<file path="config.mk">
export PLATFORM = sky130hd
export DESIGN_NAME = lhp_host_port
export DESIGN_NICKNAME = d
export VERILOG_FILES = /design/src/verilog/lhp_pkg.sv /design/src/verilog/lhp_fifo.sv /design/src/verilog/lhp_host_port.sv
export VERILOG_INCLUDE_DIRS = /design/src /design/src/verilog
export SDC_FILE = /design/constraint.sdc
export NUM_CORES = 2
export LEC_CHECK = 0
export ABC_CLOCK_PERIOD_IN_PS = 8200
export BUFFER_PORTS_ARGS = -buffer_cell sky130_fd_sc_hd__buf_2
export CORE_MARGIN = 5
export CORE_UTILIZATION = 60
export CTS_BUF_LIST = sky130_fd_sc_hd__clkbuf_4 sky130_fd_sc_hd__clkbuf_8
export DETAILED_ROUTE_END_ITERATION = 10
export PLACE_DENSITY = 0.82
export SLEW_MARGIN = 20
export SYNTH_ARGS = -nofsm -noshare
export SYNTH_HDL_FRONTEND = slang
export SYNTH_SLANG_ARGS = --single-unit
export TNS_END_PERCENT = 10
</file>
<file path="constraint.sdc">
create_clock -name clk -period 8.2 [get_ports clk]
set_input_delay 1.64 -clock clk [delete_from_list [all_inputs] [get_ports clk]]
set_output_delay 1.64 -clock clk [all_outputs]
set_load 0.01 [all_outputs]
</file>
<file path="src/verilog/lhp_regs.svh">
// Constants of the display controller host port: decode codes, field positions, timing.
// Assumes a 100 MHz system clock; included by the host port design file only.
// Summary of operation
// Four host link types exist: two-wire serial, four-wire serial, 4-bit and 8-bit parallel. Only parallel is built; serial strobes are ignored.
// Two link select pins choose serial or parallel operation.
// In parallel mode the bus width bit chooses 4-bit or 8-bit transfers.
// Two 8-bit host registers exist: command holding and data holding.
// Data holding register stages bytes for text RAM or glyph RAM, last address command decides.
// After a data read the next RAM byte is loaded automatically.
// After a data write the byte goes to the selected RAM automatically.
// Command register is write only; no path reads it back.
// Select/direction: 00 command write, 01 status read, 10 data write, 11 data read.
// Each data access steps the RAM pointer by one, up or down.
// Busy flag stays high during internal work; commands are then refused. The port queues them in the FIFO instead and runs them afterwards.
// Host keeps the link select pins stable while the device runs. The bench switches linkSelectHigh from serial to parallel after reset.
`ifndef LHP_REGS_SVH
`define LHP_REGS_SVH
`define LHP_CLK_MHZ       100
`define LHP_OP_TIME_NS    18500
`define LHP_OP_CYCLES     ((`LHP_OP_TIME_NS * `LHP_CLK_MHZ + 999) / 1000)
`define LHP_LONG_TIME_NS  760000
`define LHP_LONG_CYCLES   ((`LHP_LONG_TIME_NS * `LHP_CLK_MHZ + 999) / 1000)
`define LHP_CMD_CLEAR     8'h01
`define LHP_BIT_HOME      1
`define LHP_BIT_ENTRY     2
`define LHP_BIT_FUNC      5
`define LHP_BIT_GLYPH     6
`define LHP_BIT_TEXT      7
`define LHP_POS_DIR       1
`define LHP_POS_WIDTH     4
`define LHP_BLANK_CHAR    8'h20
`define LHP_TEXT_DEPTH    128
`define LHP_GLYPH_DEPTH   64
`define LHP_FIFO_DEPTH    16
`endif

</file>
<file path="src/verilog/lhp_pkg.sv">
// Types shared by the host port design files.
// Assumes lhp_regs.svh is on the include path.
package lhp_pkg;
    typedef enum logic [1:0] {
        LHP_LINK_TWO_WIRE,
        LHP_LINK_FOUR_WIRE,
        LHP_LINK_PAR
    } lhp_link_t;
    typedef struct packed {
        logic       isData;
        logic [7:0] value;
    } lhp_word_t;
endpackage : lhp_pkg

</file>
<file path="src/verilog/lhp_fifo.sv">
// Synchronous FIFO with valid/ready on both sides.
// Assumes one clock and a synchronous active-low reset.
`timescale 1ns/100ps
module lhp_fifo #(
    parameter int WIDTH = 9,
    parameter int DEPTH = 16
) (
    input  wire logic             clk,
    input  wire logic             rst_n,
    input  wire logic [WIDTH-1:0] inData,
    input  wire logic             inValid,
    output logic                  inReady,
    output logic      [WIDTH-1:0] outData,
    output logic                  outValid,
    input  wire logic             outReady
);
    localparam int AW = $clog2(DEPTH);
    logic [WIDTH-1:0] store [DEPTH];
    logic [AW-1:0]    wrPtr;
    logic [AW-1:0]    rdPtr;
    logic [AW:0]      count;
    logic             doPush;
    logic             doPop;
    assign inReady  = (count != (AW+1)'(DEPTH));
    assign outValid = (count != '0);
    assign outData  = store[rdPtr];
    assign doPush   = inValid && inReady;
    assign doPop    = outValid && outReady;
    always_ff @(posedge clk) begin
        if (doPush) begin
            store[wrPtr] <= inData;
        end
    end
    always_ff @(posedge clk) begin
        if (!rst_n) begin
            wrPtr <= '0;
            rdPtr <= '0;
            count <= '0;
        end else begin
            if (doPush) begin
                wrPtr <= wrPtr + 1'b1;
            end
            if (doPop) begin
                rdPtr <= rdPtr + 1'b1;
            end
            count <= count + (AW+1)'(doPush) - (AW+1)'(doPop);
        end
    end
endmodule : lhp_fifo

</file>
<file path="src/verilog/lhp_host_port.sv">
// Parallel host port: pin sync, nibble pairing, command decode, RAM staging.
// Assumes bus pins arrive asynchronously and the strobe is an active-high enable.
`timescale 1ns/100ps
`include "lhp_regs.svh"
module lhp_host_port (
    input  wire logic       clk,
    input  wire logic       rst_n,
    input  wire logic       linkSelectHigh,
    input  wire logic       linkSelectLow,
    input  wire logic       registerSelectLine,
    input  wire logic       readNotWrite,
    input  wire logic       enableStrobe,
    input  wire logic [7:0] busIn,
    output logic      [7:0] busOut,
    output logic            busOe,
    output logic            operationPendingFlag,
    output logic            wideBus,
    output logic            parallelMode,
    output logic            hostStall
);
    // ****************************************************************
    // Pin synchronisers.
    // ****************************************************************
    logic [11:0] syncA;
    logic [11:0] syncB;
    always_ff @(posedge clk) begin
        if (!rst_n) begin
            syncA      <= 12'h000;
            syncB      <= 12'h000;
        end else begin
            syncA      <= {linkSelectHigh, linkSelectLow, registerSelectLine,
                           readNotWrite, busIn};
            syncB      <= syncA;
        end
    end
    logic       selHi;
    logic       selLo;
    logic       selData;
    logic       dirRead;
    logic [7:0] pinData;
    assign {selHi, selLo, selData, dirRead, pinData} = syncB;
    logic enA;
    logic enB;
    logic enPrev;
    always_ff @(posedge clk) begin
        if (!rst_n) begin
            enA    <= 1'b0;
            enB    <= 1'b0;
            enPrev <= 1'b0;
        end else begin
            enA    <= enableStrobe;
            enB    <= enA;
            enPrev <= enB;
        end
    end
    logic strobeFall;
    assign strobeFall = enPrev && !enB;
    // ****************************************************************
    // Link type and width.
    // ****************************************************************
    lhp_pkg::lhp_link_t linkType;
    logic               isParallel;
    always_comb begin
        case ({selHi, selLo})
            2'b00:   linkType = lhp_pkg::LHP_LINK_TWO_WIRE;
            2'b01:   linkType = lhp_pkg::LHP_LINK_FOUR_WIRE;
            default: linkType = lhp_pkg::LHP_LINK_PAR;
        endcase
    end
    // Serial links are not built here; strobes on them are ignored.
    assign isParallel = (linkType == lhp_pkg::LHP_LINK_PAR);
    logic bus_width_bit;
    logic highNibbleDone;
    logic [3:0] highNibble;
    logic       fullByte;
    logic [7:0] hostByte;
    always_ff @(posedge clk) begin
        if (!rst_n) begin
            highNibbleDone <= 1'b0;
            highNibble     <= 4'h0;
        end else if (strobeFall && isParallel && !bus_width_bit) begin
            highNibbleDone <= !highNibbleDone;
            highNibble     <= pinData[7:4];
        end
    end
    assign fullByte = strobeFall && isParallel && (bus_width_bit || highNibbleDone);
    assign hostByte = bus_width_bit ? pinData : {highNibble, pinData[7:4]};
    // ****************************************************************
    // Host writes enter a FIFO so the host may burst while work runs.
    // ****************************************************************
    logic             pushValid;
    logic             pushReady;
    lhp_pkg::lhp_word_t pushWord;
    lhp_pkg::lhp_word_t popWord;
    logic             popValid;
    logic             popReady;
    assign pushValid = fullByte && !dirRead;
    assign pushWord  = '{isData: selData, value: hostByte};
    lhp_fifo #(.WIDTH(9), .DEPTH(`LHP_FIFO_DEPTH)) u_fifo (
        .clk      (clk),
        .rst_n    (rst_n),
        .inData   (pushWord),
        .inValid  (pushValid),
        .inReady  (pushReady),
        .outData  (popWord),
        .outValid (popValid),
        .outReady (popReady)
    );
    // ****************************************************************
    // Engine: command execution and RAM transfers.
    // ****************************************************************
    typedef enum logic [1:0] {
        LHP_IDLE,
        LHP_WORK,
        LHP_CLEAR
    } lhp_state_t;
    lhp_state_t state;
    logic [7:0]  command_holding_reg;
    logic [7:0]  data_holding_reg;
    logic [6:0]  ram_pointer;
    logic        glyphTarget;
    logic        stepDown;
    logic [19:0] waitCount;
    logic [7:0]  textRam  [`LHP_TEXT_DEPTH];
    logic [7:0]  glyphRam [`LHP_GLYPH_DEPTH];
    logic        readReq;
    logic        takeWord;
    logic [6:0]  stepped;
    assign readReq  = fullByte && dirRead && selData;
    assign takeWord = popValid && (state == LHP_IDLE) && !readReq;
    assign popReady = takeWord;
    assign stepped  = stepDown ? ram_pointer - 7'h01 : ram_pointer + 7'h01;
    always_ff @(posedge clk) begin
        if (takeWord && popWord.isData) begin
            if (glyphTarget) begin
                glyphRam[ram_pointer[5:0]] <= popWord.value;
            end else begin
                textRam[ram_pointer] <= popWord.value;
            end
        end else if (state == LHP_CLEAR) begin
            textRam[waitCount[6:0]] <= `LHP_BLANK_CHAR;
        end
    end
    always_ff @(posedge clk) begin
        if (!rst_n) begin
            state               <= LHP_IDLE;
            command_holding_reg <= 8'h00;
            data_holding_reg    <= 8'h00;
            ram_pointer         <= 7'h00;
            glyphTarget         <= 1'b0;
            stepDown            <= 1'b0;
            bus_width_bit       <= 1'b1;
            waitCount           <= 20'h00000;
        end else begin
            case (state)
                LHP_IDLE: begin
                    if (readReq) begin
                        // The staged byte was just driven; refill from the next address.
                        ram_pointer      <= stepped;
                        data_holding_reg <= glyphTarget ? glyphRam[stepped[5:0]]
                                                        : textRam[stepped];
                    end else if (takeWord && popWord.isData) begin
                        ram_pointer <= stepped;
                        state       <= LHP_WORK;
                        waitCount   <= 20'(`LHP_OP_CYCLES);
                    end else if (takeWord) begin
                        command_holding_reg <= popWord.value;
                        state               <= LHP_WORK;
                        waitCount           <= 20'(`LHP_OP_CYCLES);
                        if (popWord.value[`LHP_BIT_TEXT]) begin
                            glyphTarget <= 1'b0;
                            ram_pointer <= popWord.value[6:0];
                        end else if (popWord.value[`LHP_BIT_GLYPH]) begin
                            glyphTarget <= 1'b1;
                            ram_pointer <= {1'b0, popWord.value[5:0]};
                        end else if (popWord.value[`LHP_BIT_FUNC]) begin
                            bus_width_bit <= popWord.value[`LHP_POS_WIDTH];
                        // Display and shift codes also set bit 2 or bit 1, so those
                        // bits alone do not name entry mode or home.
                        end else if (popWord.value[`LHP_BIT_ENTRY]
                                     && popWord.value[4:3] == 2'b00) begin
                            stepDown <= !popWord.value[`LHP_POS_DIR];
                        end else if (popWord.value == `LHP_CMD_CLEAR) begin
                            glyphTarget <= 1'b0;
                            ram_pointer <= 7'h00;
                            state       <= LHP_CLEAR;
                            waitCount   <= 20'h00000;
                        end else if (popWord.value[`LHP_BIT_HOME]
                                     && popWord.value[4:2] == 3'b000) begin
                            glyphTarget <= 1'b0;
                            ram_pointer <= 7'h00;
                            waitCount   <= 20'(`LHP_LONG_CYCLES);
                        end
                    end
                end
                LHP_WORK: begin
                    // Refresh the staged byte so a later read sees current RAM content.
                    data_holding_reg <= glyphTarget ? glyphRam[ram_pointer[5:0]]
                                                    : textRam[ram_pointer];
                    waitCount <= waitCount - 20'h00001;
                    if (waitCount <= 20'h00001) begin
                        state <= LHP_IDLE;
                    end
                end
                LHP_CLEAR: begin
                    waitCount <= waitCount + 20'h00001;
                    if (waitCount[6:0] == 7'h7F) begin
                        state     <= LHP_WORK;
                        waitCount <= 20'(`LHP_LONG_CYCLES);
                    end
                end
                default: state <= LHP_IDLE;
            endcase
        end
    end
    // ****************************************************************
    // Read path and status outputs.
    // ****************************************************************
    logic       busy;
    logic [7:0] readByte;
    assign busy     = (state != LHP_IDLE) || popValid;
    // The command byte has no read path; the status read shows flag and pointer.
    assign readByte = selData ? data_holding_reg : {busy, ram_pointer};
    always_ff @(posedge clk) begin
        if (!rst_n) begin
            busOut               <= 8'h00;
            busOe                <= 1'b0;
            operationPendingFlag <= 1'b0;
            wideBus              <= 1'b1;
            parallelMode         <= 1'b0;
            hostStall            <= 1'b0;
        end else begin
            busOe                <= enB && dirRead && isParallel;
            busOut               <= (bus_width_bit || !highNibbleDone) ? readByte
                                    : {readByte[3:0], 4'h0};
            operationPendingFlag <= busy;
            wideBus              <= bus_width_bit;
            parallelMode         <= isParallel;
            hostStall            <= !pushReady;
        end
    end
    chk_busy_refuse: assert property (@(posedge clk) disable iff (!rst_n)
        (state != LHP_IDLE) |=> $stable(command_holding_reg))
        else $error("Command taken while busy.");
    chk_busy_flag: assert property (@(posedge clk) disable iff (!rst_n)
        (state != LHP_IDLE) |=> operationPendingFlag)
        else $error("Busy flag low during work.");
    chk_write_step: assert property (@(posedge clk) disable iff (!rst_n)
        (takeWord && popWord.isData && !stepDown) |=> ram_pointer == $past(ram_pointer) + 7'h01)
        else $error("Pointer not stepped after write.");
    chk_read_step: assert property (@(posedge clk) disable iff (!rst_n)
        (readReq && stepDown) |=> ram_pointer == $past(ram_pointer) - 7'h01)
        else $error("Pointer not stepped down after read.");
    chk_text_select: assert property (@(posedge clk) disable iff (!rst_n)
        (takeWord && !popWord.isData && popWord.value[7]) |=> !glyphTarget)
        else $error("Text address did not select text RAM.");
    chk_width_set: assert property (@(posedge clk) disable iff (!rst_n)
        (takeWord && !popWord.isData && popWord.value[7:5] == 3'b001)
        |=> bus_width_bit == $past(popWord.value[4]))
        else $error("Width bit not taken.");
    chk_bus_oe: assert property (@(posedge clk) disable iff (!rst_n)
        busOe |-> $past(dirRead))
        else $error("Bus driven on a write.");
    chk_wide_out: assert property (@(posedge clk) disable iff (!rst_n)
        ##1 wideBus == $past(bus_width_bit))
        else $error("Width output stale.");
endmodule : lhp_host_port

</file>
After elaboration in Yosys (flattened, before gate mapping)
Memory sizes are Yosys's and may differ from the RTL's. A register that Yosys moved wholly into a read port is not among the register bits.
Cells that the tools add are included.
{"block": "word_totals", "ff_bits": 98, "latch_bits": 0, "mem_bits_rw": 1680, "romBits": 0, "inputBits": 15, "memories": 3}
{"name": "textRam", "words": 128, "width": 8, "read_ports": 2, "rd_ports_with_merged_regs": 1, "write_ports": 1, "line_no": "lhp_host_port.sv:124", "rtl": "logic [7:0] textRam [`LHP_TEXT_DEPTH];"}
{"name": "glyphRam", "words": 64, "width": 8, "read_ports": 2, "rd_ports_with_merged_regs": 1, "write_ports": 1, "line_no": "lhp_host_port.sv:125", "rtl": "logic [7:0] glyphRam [`LHP_GLYPH_DEPTH];"}
{"name": "u_fifo.store", "words": 16, "width": 9, "read_ports": 1, "rd_ports_with_merged_regs": 1, "write_ports": 1, "line_no": "lhp_fifo.sv:18", "rtl": "logic [WIDTH-1:0] store [DEPTH];"}
{"block": "op_classes", "add_sub_neg": 8, "n_mul": 0, "n_div": 0, "magnitude_cmp": 1, "n_eq_ne": 16, "n_shift": 0, "mux": 66, "n_bitwise": 5, "reduce_logical": 46}
{"operator": "two-way mux 17 bit", "n": 6}
{"operator": "two-way mux 7 bit", "n": 13}
{"operator": "two-way mux 20 bit", "n": 4}
{"operator": "case mux 20 bit (3 select lines)", "n": 1}
{"operator": "two-way mux 8 bit", "n": 7}
{"operator": "adder 20 x 1 -> 20 bit, second input constant", "n": 1}
{"operator": "<= comparator 20 x 1 -> 1 bit, second input constant", "n": 1}
{"operator": "two-way mux 2 bit", "n": 10}
{"operator": "subtractor 20 x 1 -> 20 bit, second input constant", "n": 1}
{"operator": "two-way mux 1 bit", "n": 18}
{"operator": "logical AND 1 bit", "n": 16}
{"operator": "case mux 8 bit (2 select lines)", "n": 1}
{"operator": "AND reduction 7 bit", "n": 2}
{"operator": "two-way mux 6 bit", "n": 2}
{"operator": "inequality test 5 bit, second input constant", "n": 2}
{"operator": "adder 4 x 1 -> 4 bit, second input constant", "n": 2}
{"operator": "== test 8 x 1 -> 1 bit, second input constant", "n": 1}
{"operator": "two-way mux 4 bit", "n": 2}
{"operator": "AND reduction 8 bit", "n": 1}
{"operator": "OR reduction 8 bit", "n": 1}
{"operator": "adder 7 x 1 -> 7 bit, second input constant", "n": 1}
{"operator": "== test 7 bit, second input constant", "n": 1}
{"operator": "zero test 1 bit", "n": 7}
{"operator": "subtractor 7 x 1 -> 7 bit, second input constant", "n": 1}
{"operator": "25 further kinds", "n": 40}

Logic depth before layout (Yosys ltp)
{"block": "depth", "word_depth": 14, "mapped_depth": 12, "depth_no_buf": 12}

Hierarchy
A second synthesis with hierarchy kept.
{"block": "hier_totals", "cells_unflattened": 4281, "hier_area_um2": 82912.0}
{"mod": "lhp_host_port", "instances": 1, "cells_per_inst": 3949, "area_each_um2": 76457.1}
{"mod": "lhp_fifo", "instances": 1, "cells_per_inst": 332, "area_each_um2": 6454.9}

Worst setup path after synthesis
No wires, ideal clock.
{"block": "synth_timing", "path_type": "register to register", "startpoint": "reg (tool-made name)", "endpoint": "mem textRam[0][2] (data pin)", "arrival_time_ns": 5.015, "setup_slack_ns": 2.216, "path_stages_with_launch": 6, "n_path_buf": 2, "path_cell_list": "dfxtp_1 -> buf_4 -> buf_2 -> mux4_2 -> nand2_1 -> a31oi_1"}
{"item": "end, declared", "line_no": "lhp_host_port.sv:124"}

Worst setup path after layout
{"block": "layout_timing", "startpoint": "reg ram_pointer[0]", "endpoint": "reg data_holding_reg[2]"}
{"block": "layout_via", "elab_chain_cells": 6, "elab_cells_between_ends": 8, "cone_classes": "add/sub (2); mux (4); memory (2)"}
{"item": "start, declared", "line_no": "lhp_host_port.sv:120", "rtl": "logic [6:0] ram_pointer;"}
{"item": "start signal, assigned", "line_no": "lhp_host_port.sv:159", "rtl": "ram_pointer <= stepped;"}
{"item": "start signal, assigned", "line_no": "lhp_host_port.sv:163", "rtl": "ram_pointer <= stepped;"}
{"item": "start signal, assigned", "line_no": "lhp_host_port.sv:172", "rtl": "ram_pointer <= popWord.value[6:0];"}
{"item": "adder 7 x 1 -> 7 bit / subtractor 7 x 1 -> 7 bit (equally long branches)", "line_no": "lhp_host_port.sv:132", "rtl": "assign stepped = stepDown ? ram_pointer - 7'h01 : ram_pointer + 7'h01;"}
{"item": "two-way mux 7 bit *", "line_no": "lhp_host_port.sv:132"}
{"item": "memory (128 x 8 bit) / memory (64 x 8 bit) (equally long branches)"}
{"item": "two-way mux 8 bit *", "line_no": "lhp_host_port.sv:160", "rtl": "data_holding_reg <= glyphTarget ? glyphRam[stepped[5:0]]"}
{"item": "two-way mux 8 bit *", "line_no": "lhp_host_port.sv:157", "rtl": "if (readReq) begin"}
{"item": "case mux 8 bit (2 select lines) *", "line_no": "lhp_host_port.sv:155", "rtl": "case (state)"}
{"item": "end signal, assigned", "line_no": "lhp_host_port.sv:160"}
{"item": "end signal, assigned", "line_no": "lhp_host_port.sv:198", "rtl": "data_holding_reg <= glyphTarget ? glyphRam[ram_pointer[5:0]]"}
{"item": "end, declared", "line_no": "lhp_host_port.sv:119", "rtl": "logic [7:0] data_holding_reg;"}
Every way passes the cells marked *; elsewhere a longest branch is shown, timed or not. The select of a mux whose other input is x is not followed.
A chain may end at the register's enable or synchronous reset.

==> reports/qor.txt <==
Outcome: finished clean
Final ANT Viol Nets: 0
Max_slew headroom: 12.4%
Worst EP required: 9.12 ns
Router iterations before antenna repair: 10
Main synth FF type: edfxtp_1
Fin crit share: 62.7%
FF+latch count, synth: 1,787
VDD IR max: 0.000411 V
Worst hold slack: 0.419 ns
Slowest cell on the critical path: buf_4
Post-CTS resize count: 0
Share of layout cells above drive strength 1: 32.6%
Highest clock rate: 194 MHz
Hold_buf cts: 0
Slew Viols, Final: 0
Area delta synth->final: 8.73%
H-tree depth: 5
1st-iter DRT viols: 9,058
EDFF count, synth: 1,680
Pin count of the biggest net entering global routing: 132
Max FFs per register: 1,024
Hpwl dp: 154,000 µm
Die height: 383 µm
Critical path's most frequent cell: buf_4
Final Hold Fails: 0
Syn_nets: 4,515
CTS clk-pin slew, worst paths: 0.06 ns
Most flop-heavy register: textRam
Most frequent cells in the layout: edfxtp_1, mux4_2, clkbuf_8
Crit path kind: reg -> reg
Flop2flop setup slack: 3.06 ns
Top Ports: 28
Antenna violations before repair: 18
Period minus WS final: 5.14 ns
Pre-CTS WS: 3.14 ns
Worst Max-Slew Pin Slew: 1.30 ns
Number of library cell types mapped by synthesis: 96
Main area contributors after synthesis: edfxtp_1, mux4_2, dfxtp_1, nor2_1, mux2i_1
Die width: 383 µm
Final setup TNS: 0 ns
CP cell instances: buf_4, buf_4, buf_4, mux4_2, mux4_2, nor3_1, or4_1, o41ai_2
Syn_area_per_cell: 18.7 µm²
Vias in the first global route: 48,900
Clock Path Buffers: 4
Clk_skew: 0.0812 ns
Hold Crit Class: reg -> reg
Full die area: 0.147 mm²
First-pass GRT wire length: 342,000 µm
CP max stage delay: 0.84 ns
Number of max-cap violations: 0
PwrDens: 359 mW/mm²
Yosys warns: 0
Most common cell after layout, fill and taps aside: edfxtp_1
CP Capture Type: flip-flop
Final net count: 4,595
Syn Inst Count: 4,476
GP Congestion: 1.04
Core footprint: 0.139 mm²
Setup violations, final: 0
Top Family by Delay on Critical Path: buffers and inverters
Arr. time, crit path: 6.06 ns
Via-to-Cell Ratio: 7.55
Vias: 50,100
CTS tree: built
GRT overflow: 0
Post-synth top area share: 60.4%
Cell taking the most area after synthesis: edfxtp_1
Port bufs: 26
Post-CTS setup buffer count: 0
Wire per inst: 35.9 µm
Num rows: 137
Final WS setup: 3.06 ns
RSZ-0062 raised after global routing: no
Routed WL: 238,000 µm
DR DRC count: 0
TritonCTS Buffers: 296
Post-synthesis instance area: 0.0836 mm²
Register area share after synthesis: 62.9%
Crit-path max FO: 58
Clock Sinks: 1,787
Total Power: 32,600 µW
Clock Latency Late Sink: 1.05 ns
Tot GR Track Use: 32.6%
Critical path buffers and inverters: 3
Lkg Pwr: 0.0274 µW
Fraction of registers with async set/reset: 0%
Root Driver: clkbuf_8
Initial core utilization: 60.1%
Crit start category: flip-flop
==> Yosys cell counts, drive strengths merged (9+ instances only) <==
library cell,count
o211ai,9
a22oi,29
o31ai,14
nand3,55
edfxtp,1680
o21ai,74
nor2,309
o22ai,19
mux4,905
nor2b,28
nand2,116
dfxtp,107
and2,40
mux2,16
nand2b,17
o21a,16
ha,22
inv,26
xor2,10
a21oi,44
and3,11
mux2i,109
a211o,13
nor4,52
nor3,164
buf,208
or4,22
nand4,23
clkbuf,132
nand3b,9
a211oi,23
or3,28
==> per-stage QoR <==
stage,cell area (µm²),utilization [%],std cells
6_report,90900,65.4,6632
4_1_cts,90800,65.3,6621
3_5_place_dp,85300,61.3,6133
5_1_grt,90800,65.3,6623
2_1_floorplan,83600,-,4476
3_3_place_gp,85300,61.3,6132
==> layer usage <==
metal | GRT usage [%] | up-vias | share of wire (%)
met5 | 0 | - | 0.0055
met4 | 16.3 | 2 | 6.2
met3 | 13.5 | 866 | 17
met2 | 47.4 | 4815 | 45
met1 | 43.0 | 25200 | 33
li1 | - | 19200 | -
==> final cells by class <==
type | count | area [µm²]
well taps | 1876 | 2350
flip-flops and latches | 1787 | 52600
clock inverters | 97 | 608
clock buffers | 391 | 4910
diodes | 10 | 25.0
repair buffers | 122 | 1020
inverters | 28 | 109
fillers | 8722 | 48200
multi-input cells | 2321 | 29200
==> worst paths after layout <==
path	startpoint	endpoint	cells after the start
min	syncA[1]	syncB[1]	1
min reg2reg	syncA[1]	syncB[1]	1
max reg2reg	ram_pointer[0]	data_holding_reg[2]	8
max	ram_pointer[0]	data_holding_reg[2]	8
==> where the power goes <==
group / total (µW) / internal [µW] / switching (µW)
logic: 13300 / 5120 / 8170
registers: 11800 / 11500 / 274
clock network: 7570 / 4080 / 3490
==> cell families after synthesis <==
family          share of synthesized area [%]
simple gates                             5.47
buf+inv                                  2.26
flops                                    62.9
fa+ha+maj                               0.377
compound gates                           2.87
xor+xnor                                0.178
mux                                      25.9
Power figures use the tool's default switching activity.
